**src/core/vac_pkg.sv**
```systemverilog
package vac_pkg;

  localparam logic [5:0] VAC_MAJOR_OPC    = 6'h0a;
  localparam int         VAC_MAJOR_LSB    = 26;
  localparam int         VAC_DST_LSB      = 21;
  localparam int         VAC_SRCA_LSB     = 16;
  localparam int         VAC_SRCB_LSB     = 11;
  localparam int         VAC_RSVD_LSB     = 8;
  localparam int         VAC_MINOR_LSB    = 0;
  localparam int         VAC_GPR_W        = 64;
  localparam int         VAC_BYTE_LANES   = 8;
  localparam int         VAC_HALF_LANES   = 4;
  localparam logic [63:0] VAC_RESULT_RST  = 64'h0000_0000_0000_0000;
  localparam logic [4:0]  VAC_DST_RST     = 5'h00;

  typedef enum logic [7:0] {
    VAC_HALF_ANY_AT_LEAST = 8'h23,
    VAC_BYTE_ANY_ABOVE    = 8'h24,
    VAC_HALF_ANY_ABOVE    = 8'h25,
    VAC_BYTE_ANY_AT_MOST  = 8'h26,
    VAC_HALF_ANY_AT_MOST  = 8'h27,
    VAC_BYTE_ANY_BELOW    = 8'h28,
    VAC_HALF_ANY_BELOW    = 8'h29,
    VAC_BYTE_ANY_DIFFERS  = 8'h2a
  } vac_minor_e;

  typedef enum logic [2:0] {
    VAC_REL_GE = 3'b000,
    VAC_REL_GT = 3'b001,
    VAC_REL_LE = 3'b010,
    VAC_REL_LT = 3'b011,
    VAC_REL_NE = 3'b100
  } vac_rel_e;

  typedef struct packed {
    logic [5:0] major;
    logic [4:0] dst;
    logic [4:0] src_a;
    logic [4:0] src_b;
    logic [2:0] rsvd;
    logic [7:0] minor;
  } vac_insn_s;

  typedef struct packed {
    logic        valid;
    logic [4:0]  dst;
    logic [63:0] data;
  } vac_wb_s;

endpackage

```
**src/core/vac_any_compare.sv**
```systemverilog
`timescale 1ns/1ps
`default_nettype none

module vac_any_compare
  import vac_pkg::*;
(
  input  wire logic        CLOCK_IN,
  input  wire logic        RESET_IN,
  input  wire logic        CLK_EN_IN,
  input  wire logic        ISSUE_VALID_IN,
  input  wire logic [31:0] INSN_IN,
  input  wire logic [63:0] SRC_FIRST_GPR_IN,
  input  wire logic [63:0] SRC_SECOND_GPR_IN,
  output var  logic        ACCEPT_OUT,
  output var  logic        WB_VALID_OUT,
  output var  logic [4:0]  WB_DST_OUT,
  output var  logic [63:0] WB_DATA_OUT
);

  // unsigned lane relation, shared by both lane widths
  function automatic logic lane_rel(input vac_rel_e rel, input logic [15:0] a,
                                    input logic [15:0] b);
    logic r;
    r = 1'b0;
    unique case (rel)
      VAC_REL_GE: r = (a >= b);
      VAC_REL_GT: r = (a > b);
      VAC_REL_LE: r = (a <= b);
      VAC_REL_LT: r = (a < b);
      VAC_REL_NE: r = (a != b);
      default:    r = 1'b0;
    endcase
    return r;
  endfunction

  // byte lane widened to the shared 16-bit compare width
  function automatic logic [15:0] byte_lane(input logic [63:0] word, input int idx);
    logic [7:0] lane;
    lane = word[8*idx +: 8];
    return {8'h00, lane};
  endfunction

  function automatic logic [15:0] half_lane(input logic [63:0] word, input int idx);
    logic [15:0] lane;
    lane = word[16*idx +: 16];
    return lane;
  endfunction

  // any-reduction over the lanes that the current width uses
  function automatic logic any_lane(input logic [7:0] hits, input logic use_half);
    logic r;
    r = 1'b0;
    if (use_half) begin
      r = |hits[VAC_HALF_LANES-1:0];
    end else begin
      r = |hits;
    end
    return r;
  endfunction

  // lane operands, always 16 bits wide
  logic [15:0] a_byte [VAC_BYTE_LANES];
  logic [15:0] b_byte [VAC_BYTE_LANES];
  logic [15:0] a_half [VAC_HALF_LANES];
  logic [15:0] b_half [VAC_HALF_LANES];
  logic [7:0]  byte_hits;
  logic [7:0]  half_hits;
  logic        byte_flag;
  logic        half_flag;
  vac_insn_s  insn;
  logic       hit;
  logic       half;
  vac_rel_e   rel;
  logic       flag;
  vac_wb_s    wb_d;
  vac_wb_s    wb_q;
  logic       acc_d;
  logic       acc_q;

  // reserved field carried in the struct but never looked at
  assign insn = vac_insn_s'(INSN_IN);

  always_comb begin
    hit  = 1'b0;
    half = 1'b0;
    rel  = VAC_REL_GE;
    if (insn.major == VAC_MAJOR_OPC) begin
      hit = 1'b1;
      unique case (insn.minor)
        VAC_HALF_ANY_AT_LEAST: begin
          half = 1'b1;
          rel  = VAC_REL_GE;
        end
        VAC_BYTE_ANY_ABOVE: begin
          half = 1'b0;
          rel  = VAC_REL_GT;
        end
        VAC_HALF_ANY_ABOVE: begin
          half = 1'b1;
          rel  = VAC_REL_GT;
        end
        VAC_BYTE_ANY_AT_MOST: begin
          half = 1'b0;
          rel  = VAC_REL_LE;
        end
        VAC_HALF_ANY_AT_MOST: begin
          half = 1'b1;
          rel  = VAC_REL_LE;
        end
        VAC_BYTE_ANY_BELOW: begin
          half = 1'b0;
          rel  = VAC_REL_LT;
        end
        VAC_HALF_ANY_BELOW: begin
          half = 1'b1;
          rel  = VAC_REL_LT;
        end
        VAC_BYTE_ANY_DIFFERS: begin
          half = 1'b0;
          rel  = VAC_REL_NE;
        end
        // other minor codes belong to other units, not ours
        default:              hit = 1'b0;
      endcase
    end
  end

  // byte lanes 7:0 up to 63:56, half lanes 15:0 up to 63:48
  always_comb begin
    for (int i = 0; i < VAC_BYTE_LANES; i++) begin
      a_byte[i] = byte_lane(SRC_FIRST_GPR_IN, i);
      b_byte[i] = byte_lane(SRC_SECOND_GPR_IN, i);
    end
    for (int i = 0; i < VAC_HALF_LANES; i++) begin
      a_half[i] = half_lane(SRC_FIRST_GPR_IN, i);
      b_half[i] = half_lane(SRC_SECOND_GPR_IN, i);
    end
  end

  // both widths compared in parallel under the decoded relation; the width bit steers the final pick
  always_comb begin
    byte_hits = 8'h00;
    half_hits = 8'h00;
    for (int i = 0; i < VAC_BYTE_LANES; i++) begin
      byte_hits[i] = lane_rel(rel, a_byte[i], b_byte[i]);
    end
    for (int i = 0; i < VAC_HALF_LANES; i++) begin
      half_hits[i] = lane_rel(rel, a_half[i], b_half[i]);
    end
  end

  always_comb begin
    byte_flag = any_lane(byte_hits, 1'b0);
    half_flag = any_lane(half_hits, 1'b1);
    flag      = 1'b0;
    if (half) begin
      flag = half_flag;
    end else begin
      flag = byte_flag;
    end
  end

  // one qualified-issue term feeds both groups so they cannot drift
  logic take;
  assign take = ISSUE_VALID_IN & hit;

  always_comb begin
    acc_d = take;
  end

  always_ff @(posedge CLOCK_IN) begin
    if (RESET_IN) begin
      acc_q <= 1'b0;
    end else if (CLK_EN_IN) begin
      acc_q <= acc_d;
    end
  end

  // dst and data follow every enabled cycle; qualify them with the strobe
  always_comb begin
    wb_d.valid   = take;
    wb_d.dst     = insn.dst;
    wb_d.data    = {VAC_GPR_W{flag}};
  end

  // reset acts even while the enable is low
  always_ff @(posedge CLOCK_IN) begin
    if (RESET_IN) begin
      wb_q.valid <= 1'b0;
      wb_q.dst   <= VAC_DST_RST;
      wb_q.data  <= VAC_RESULT_RST;
    end else if (CLK_EN_IN) begin
      wb_q.valid <= wb_d.valid;
      wb_q.dst   <= wb_d.dst;
      wb_q.data  <= wb_d.data;
    end
  end

  assign ACCEPT_OUT   = acc_q;
  assign WB_VALID_OUT = wb_q.valid;
  assign WB_DST_OUT   = wb_q.dst;
  assign WB_DATA_OUT  = wb_q.data;

endmodule

`default_nettype wire

```
**config.mk**
```make
export PLATFORM = sky130hd
export DESIGN_NAME = vac_any_compare
export DESIGN_NICKNAME = d
export VERILOG_FILES = /design/src/core/vac_pkg.sv /design/src/core/vac_any_compare.sv
export SDC_FILE = /design/constraint.sdc
export NUM_CORES = 1
export LEC_CHECK = 0
export BUFFER_PORTS_ARGS = -buffer_cell sky130_fd_sc_hd__buf_2
export CORE_AREA = 2 2 90 92
export DETAILED_ROUTE_END_ITERATION = 8
export DIE_AREA = 0 0 92 94
export PLACE_DENSITY = 0.79
export SYNTH_ARGS = -nofsm -noshare
export SYNTH_HDL_FRONTEND = slang
export SYNTH_SLANG_ARGS = --single-unit
export TNS_END_PERCENT = 20
```
**constraint.sdc**
```tcl
create_clock -name CLOCK_IN -period 6.45 [get_ports CLOCK_IN]
set_input_delay 0.645 -clock CLOCK_IN [delete_from_list [all_inputs] [get_ports CLOCK_IN]]
set_output_delay 0.645 -clock CLOCK_IN [all_outputs]
set_load 0.02 [all_outputs]
```
======== Word level (Yosys, flattened, before mapping) ========
Cells that the tools add are included.
Widths: inputs -> output; s select.
storage, ports and cells
  register bits ........................... 7
  bits in latches ......................... 0
  RAM bits ................................ 0
  ROM bits ................................ 0
  input bits .............................. 164
  logic and storage cells ................. 104
  memories ................................ 0
operators by class
  add/sub/neg operators ................... 0
  multiply operators ...................... 0
  divide/modulo/power cells ............... 0
  order comparisons ....................... 48
  equal/unequal tests ..................... 25
  shift operators ......................... 0
  mux-type cells .......................... 19
  bitwise operators ....................... 1
  reductions and logical operators ........ 8
operators by type and width
  cell                number
  $eq 8x6->1 const B  8
  $ge 16x16->1        4
  $ge 8x8->1          8
  $gt 16x16->1        4
  $gt 8x8->1          8
  $le 16x16->1        4
  $le 8x8->1          8
  $lt 16x16->1        4
  $lt 8x8->1          8
  $ne 16x16->1        4
  $ne 8x8->1          8
  $pmux 1 s5          12
  $reduce_or 8->1     2
  $pmux 3 s4          1
  $reduce_or 4->1     2
  $eq 3x2->1 const B  2
  $eq 6x4->1 const B  1
  $reduce_or 2->1     3
  $mux 1              5
  $eq 3x1->1 const B  1
  $eq 3x3->1 const B  1
  $logic_not 3->1     1
  $mux 3              1
  $and 1x1->1         1

======== Logic depth before layout (Yosys ltp) ========
  depth in word-level cells ............... 8
  gate-level depth with buffers ........... 11
  gate-level depth less buffers ........... 11

======== Least setup slack after synthesis ========
No wires, ideal clock.
  path type ............................... input port to flip-flop
  start ................................... input port SRC_SECOND_GPR_IN[63]
  end ..................................... register WB_DATA_OUT[0] (netlist name)
  library setup time ...................... 133 ps
  arrival time ............................ 2,455 ps
  slack ................................... 3,863 ps
  cell stages on the path ................. 11
  buffers on the path ..................... 0
  path through ............................ inv_1 > ha_1 > nand4_2 > nor2_1 > nor4_2 > nand2_1 > nor3_2 > nand4_1 > a221o_1 > o311ai_1 > o32ai_1
between the ends
  word-level cells in the longest chain between the ends .. 4
  elaborated cells between the ends (all ways) .. 15
  classes of those cells .................. 8 x order compare; 2 x eq/ne; 3 x mux; 2 x reduce/logical
RTL lines
  item                                                RTL line                text
  start, declared                                     vac_any_compare.sv:13   input wire logic [63:0] SRC_SECOND_GPR_IN,
  $lt 16x16->1, or another cell as far along          vac_any_compare.sv:29   VAC_REL_LT: r = (a < b);
  $pmux 1 s5                                          vac_any_compare.sv:25   unique case (rel)
  $reduce_or 4->1 or $reduce_or 8->1 (tied branches)  -
  $mux 1 (*)                                          vac_any_compare.sv:156  if (half) begin
Every way passes the cells marked *; elsewhere a longest branch is shown, timed or not.
A chain may end at the register's enable or synchronous reset.

======== Final worst setup path ========
  start ................................... input port SRC_FIRST_GPR_IN[22]
  end ..................................... register WB_DATA_OUT[0] (netlist name)
between the ends
  word-level cells in the longest chain between the ends .. 4
  elaborated cells between the ends (all ways) .. 15
  classes of those cells .................. 8 x order compare; 2 x eq/ne; 3 x mux; 2 x reduce/logical
RTL lines
  item                                                RTL line                text
  start, declared                                     vac_any_compare.sv:12   input wire logic [63:0] SRC_FIRST_GPR_IN,
  $lt 16x16->1, or another cell as far along          vac_any_compare.sv:29
  $pmux 1 s5                                          vac_any_compare.sv:25
  $reduce_or 4->1 or $reduce_or 8->1 (tied branches)  -
  $mux 1 (*)                                          vac_any_compare.sv:156
Marks and branches as above.

==> run summary <==
For met1 alone, demand over resource in global routing was 0.1891. On the worst path, the slowest cell contributes a delay of 0.36 ns. The number of global-route vias before repair came out at 2925. CTS saw 7 sinks. Sorting the synthesized cells by area gives the leading types as ha_1, buf_4, inv_1, a21oi_1, dfxtp_1. The latest clock arrival within the worst-skew pair is 0.22 ns. The count of buffers inserted at the top-level ports came out at 221. Synthesis instantiated 54 different standard cells from the library. The x dimension of the die is 92 µm. The number of DRC markers after the initial detailed-route iteration is 111. The flow ran to the end, and the final reports show no timing, DRC or antenna violations. In this run the number of H-tree levels came out at 1.

0 antenna diodes ended up in the layout. In this run the power density over the cells is 98.62 nW/µm². In this run the clock root is driven by a clkbuf_8. The global routing stage identified its most utilized layer as met2. The global-route met2 utilization came out at 0.3272. The number of buffers added by the clock tree synthesis step is 3. The fraction of synthesis flops using an asynchronous set or reset pin came out at 0. The critical path goes through buf_2, ha_1, a21oi_1, nand2_1, a21oi_1, nand2_1, a211o_1, a311oi_1, o211ai_1, and4b_1, o32ai_1. During I/O placement, the number of pins put on the boundary was 235. The critical path is of the primary input to register type.

The sequential fraction of design power came out at 0.128. The post-detailed-placement half-perimeter wirelength came out at 6.996 mm. The number of antenna violations at the first check in global routing came to 0. The power share of the combinational group is 0.710.

The number of enable flip-flop cells after synthesis is 0. The final-report hold violation count is 0. Routability-driven placement finished with a final weighted congestion of 0.9102. In the layout the commonest cells are buf_2, inv_1, ha_1. In this run, synthesis produced a sequential element count of 7. STA classifies the critical path endpoint as a register. For this run, the post-layout net count is 800. The pin slew with the least headroom to its limit came out at 0.5749 ns. The met3 track demand over resource came out at 0.01685.

The worst setup path is launched from a primary input. The total core area is 7607 µm². The area growth from synthesis to layout is 26.44%. The CTS tree is done. The design draws 368.2 µW. The number of vias per cell is 4.704.

The fraction of final layout cells sized beyond drive strength 1 came out at 0.4250. The proportion of netlist area held by the largest area contributor is 0.2881. The first global-routing pass estimated 12.02 mm of wire.

The most common cell after layout, fill and taps aside is buf_2. The number of non-filler instances in the completed layout came out at 669. The total routing usage reported by global routing is 0.1632.

In the synthesized netlist the dominant register cell turns out to be dfxtp_1. After detailed routing, the number of remaining DRC violations is 0. The area enclosed by the die boundary is 8648 µm².

The clock slew seen by the registers of the worst setup and hold paths is 0.04 ns. The cell count after placement is 665. The worst-path maximum fanout is 4. After detailed routing, the total wire length is 7.601 mm. The post-route fraction of the period consumed by the critical path came out at 0.4216.

The smallest clock period supported by the final layout is computed as 2.719 ns. The max-capacitance violation count came out at 0. Each instance of the synthesized netlist takes up on average 7.237 µm². The net switching power came out at 169.0 µW.

The post-CTS setup buffer count is 0. After clock tree synthesis, the repair step resized 0 gates. Summing every instance area after synthesis gives 2953 µm². The switching part of the total power is 0.4589. Setup repair after global routing left no endpoint under its margin. The total negative setup slack came out at 0 ns.

The chip height is 94 µm. The worst path arrival time is 2.81 ns. The largest net degree at the start of global routing came out at 65.

The hold-fix buffer count after cts came out at 0. The Yosys step of the flow raised 0 warnings. The cell count after synthesis came out at 408.

The clock share of power came out at 0.162. Setup violations remaining at the end of the flow were counted as 0. The internal power of the cells totals 199.2 µW. Once detail routing completed, the nets flagged for antenna violations numbered 0. The maximum count of clock buffers along a single path is 2. The number of cell rows is 32. In the final routed layout, each cell accounts on average for 11.36 µm. The count of final max-slew check failures is 0. The leftover overflow at the end of global routing came out at 0. The top achievable clock speed is 367.7 MHz.

The maximum resistive drop on vdd came out at 0.04423 mV. The data required time at the worst endpoint came out at 6.54 ns. The leakage power is 0.002308 µW. For this run, the register share of the synthesized area comes to 0.04746.

In this run the tightest slew margin relative to its limit is 0.6141. Among all stages on the critical path, the largest delay is contributed by a211o_1. The count of vias placed by the detailed router came out at 3147. The synthesized netlist net count came out at 640. The clock skew after layout is 0 ns.

The detailed-routing iteration count for the pre-antenna-repair pass came out at 4. The initial utilization of the core area, before any placement, comes to 0.3882. The largest total area in the synthesized netlist belongs to ha_1. The min-delay analysis places its worst path in the category register to register.
-- critical path: cells and delay by family --
kind                       cells  cell delay [ns]
AOI/OAI and AO/OA              6             1.26
buffers and inverters          1             0.10
adders and majority gates      1             0.32
and+or+nand+nor                3             0.48
-- path summary, 6_finish.rpt --
| check | startpoint | to | slack (ns) | cells past startpoint |
|---|---|---|---|---|
| min | WB_VALID_OUT | WB_VALID_OUT | 0.49 | 2 |
| max | SRC_FIRST_GPR_IN[22] | WB_DATA_OUT[0] | 3.73 | 11 |
| min reg2reg | WB_VALID_OUT | WB_VALID_OUT | 0.49 | 2 |
| max reg2reg | WB_DATA_OUT[0] | WB_DATA_OUT[0] | 5.73 | 2 |
-- cells in the mapped netlist, types with 2 or more instances --
cell type,instances
a21o_1,2
nor2b_1,4
nand4_2,2
nor4_2,2
nand4_1,14
mux2i_1,5
nand3_1,10
buf_4,64
a311oi_1,2
o211ai_1,5
nand2b_1,3
inv_1,74
nand2_1,19
a31oi_1,2
nor2_1,27
ha_1,68
nor3_1,4
dfxtp_1,7
and3_4,2
nor4b_1,2
and4_1,2
and3_1,3
o21ai_0,10
o22ai_1,4
a21oi_1,40
nand4b_1,3
-- state kept, by name, indices dropped and copies added (netlist names) --
register	cells
WB_VALID_OUT	1
WB_DST_OUT	5
WB_DATA_OUT	1
-- power groups by stage --
stage | clock network [µW] | logic (µW) | registers (µW)
2_1_floorplan | 0 | 196 | 56.7
3_3_place_gp | 0 | 254 | 47.6
3_5_place_dp | 0 | 263 | 47.7
4_1_cts | 61.3 | 264 | 47.0
5_1_grt | 64.5 | 294 | 47.2
6_report | 59.8 | 261 | 47.0
-- metal layers --
metal | routed length (µm) | up-vias
li1 | - | 1660
met1 | 2979 | 1357
met2 | 4041 | 126
met3 | 541 | 4
met4 | 39 | 0
met5 | 0 | -
-- cell type report --
| type | instances | area [µm²] |
|---|---|---|
| fillers | 755 | 3874 |
| multi-input cells | 260 | 2029 |
| repair buffers | 222 | 1114 |
| inverters | 74 | 277.8 |
| flip-flops and latches | 7 | 140.1 |
| well taps | 102 | 127.6 |
| clock buffers | 4 | 45.04 |
-- metrics by stage --
stage	worst slack [ns]	hold slack [ns]	utilization	area, µm²
finish	3.731	0.4912	0.4908	3734
global route	3.546	0.5267	0.4908	3734
CTS	3.754	0.4961	0.4908	3734
detailed placement	3.535	0.4854	0.4849	3689
global placement	3.557	0.4675	0.4849	3689
floorplan	3.863	0.5549	-	2953
-- cells by family (layout without fill, tap and decap cells) --
group / count (synthesis) / after routing / synth area share
AOI/OAI and AO/OA: 80 / 80 / 0.1729
adders and majority gates: 68 / 68 / 0.2881
muxes: 5 / 5 / 0.01695
buffers and inverters: 141 / 300 / 0.2653
and+or+nand+nor: 107 / 107 / 0.2093
DFF: 7 / 7 / 0.04746
(Power assumes the default switching activity.)
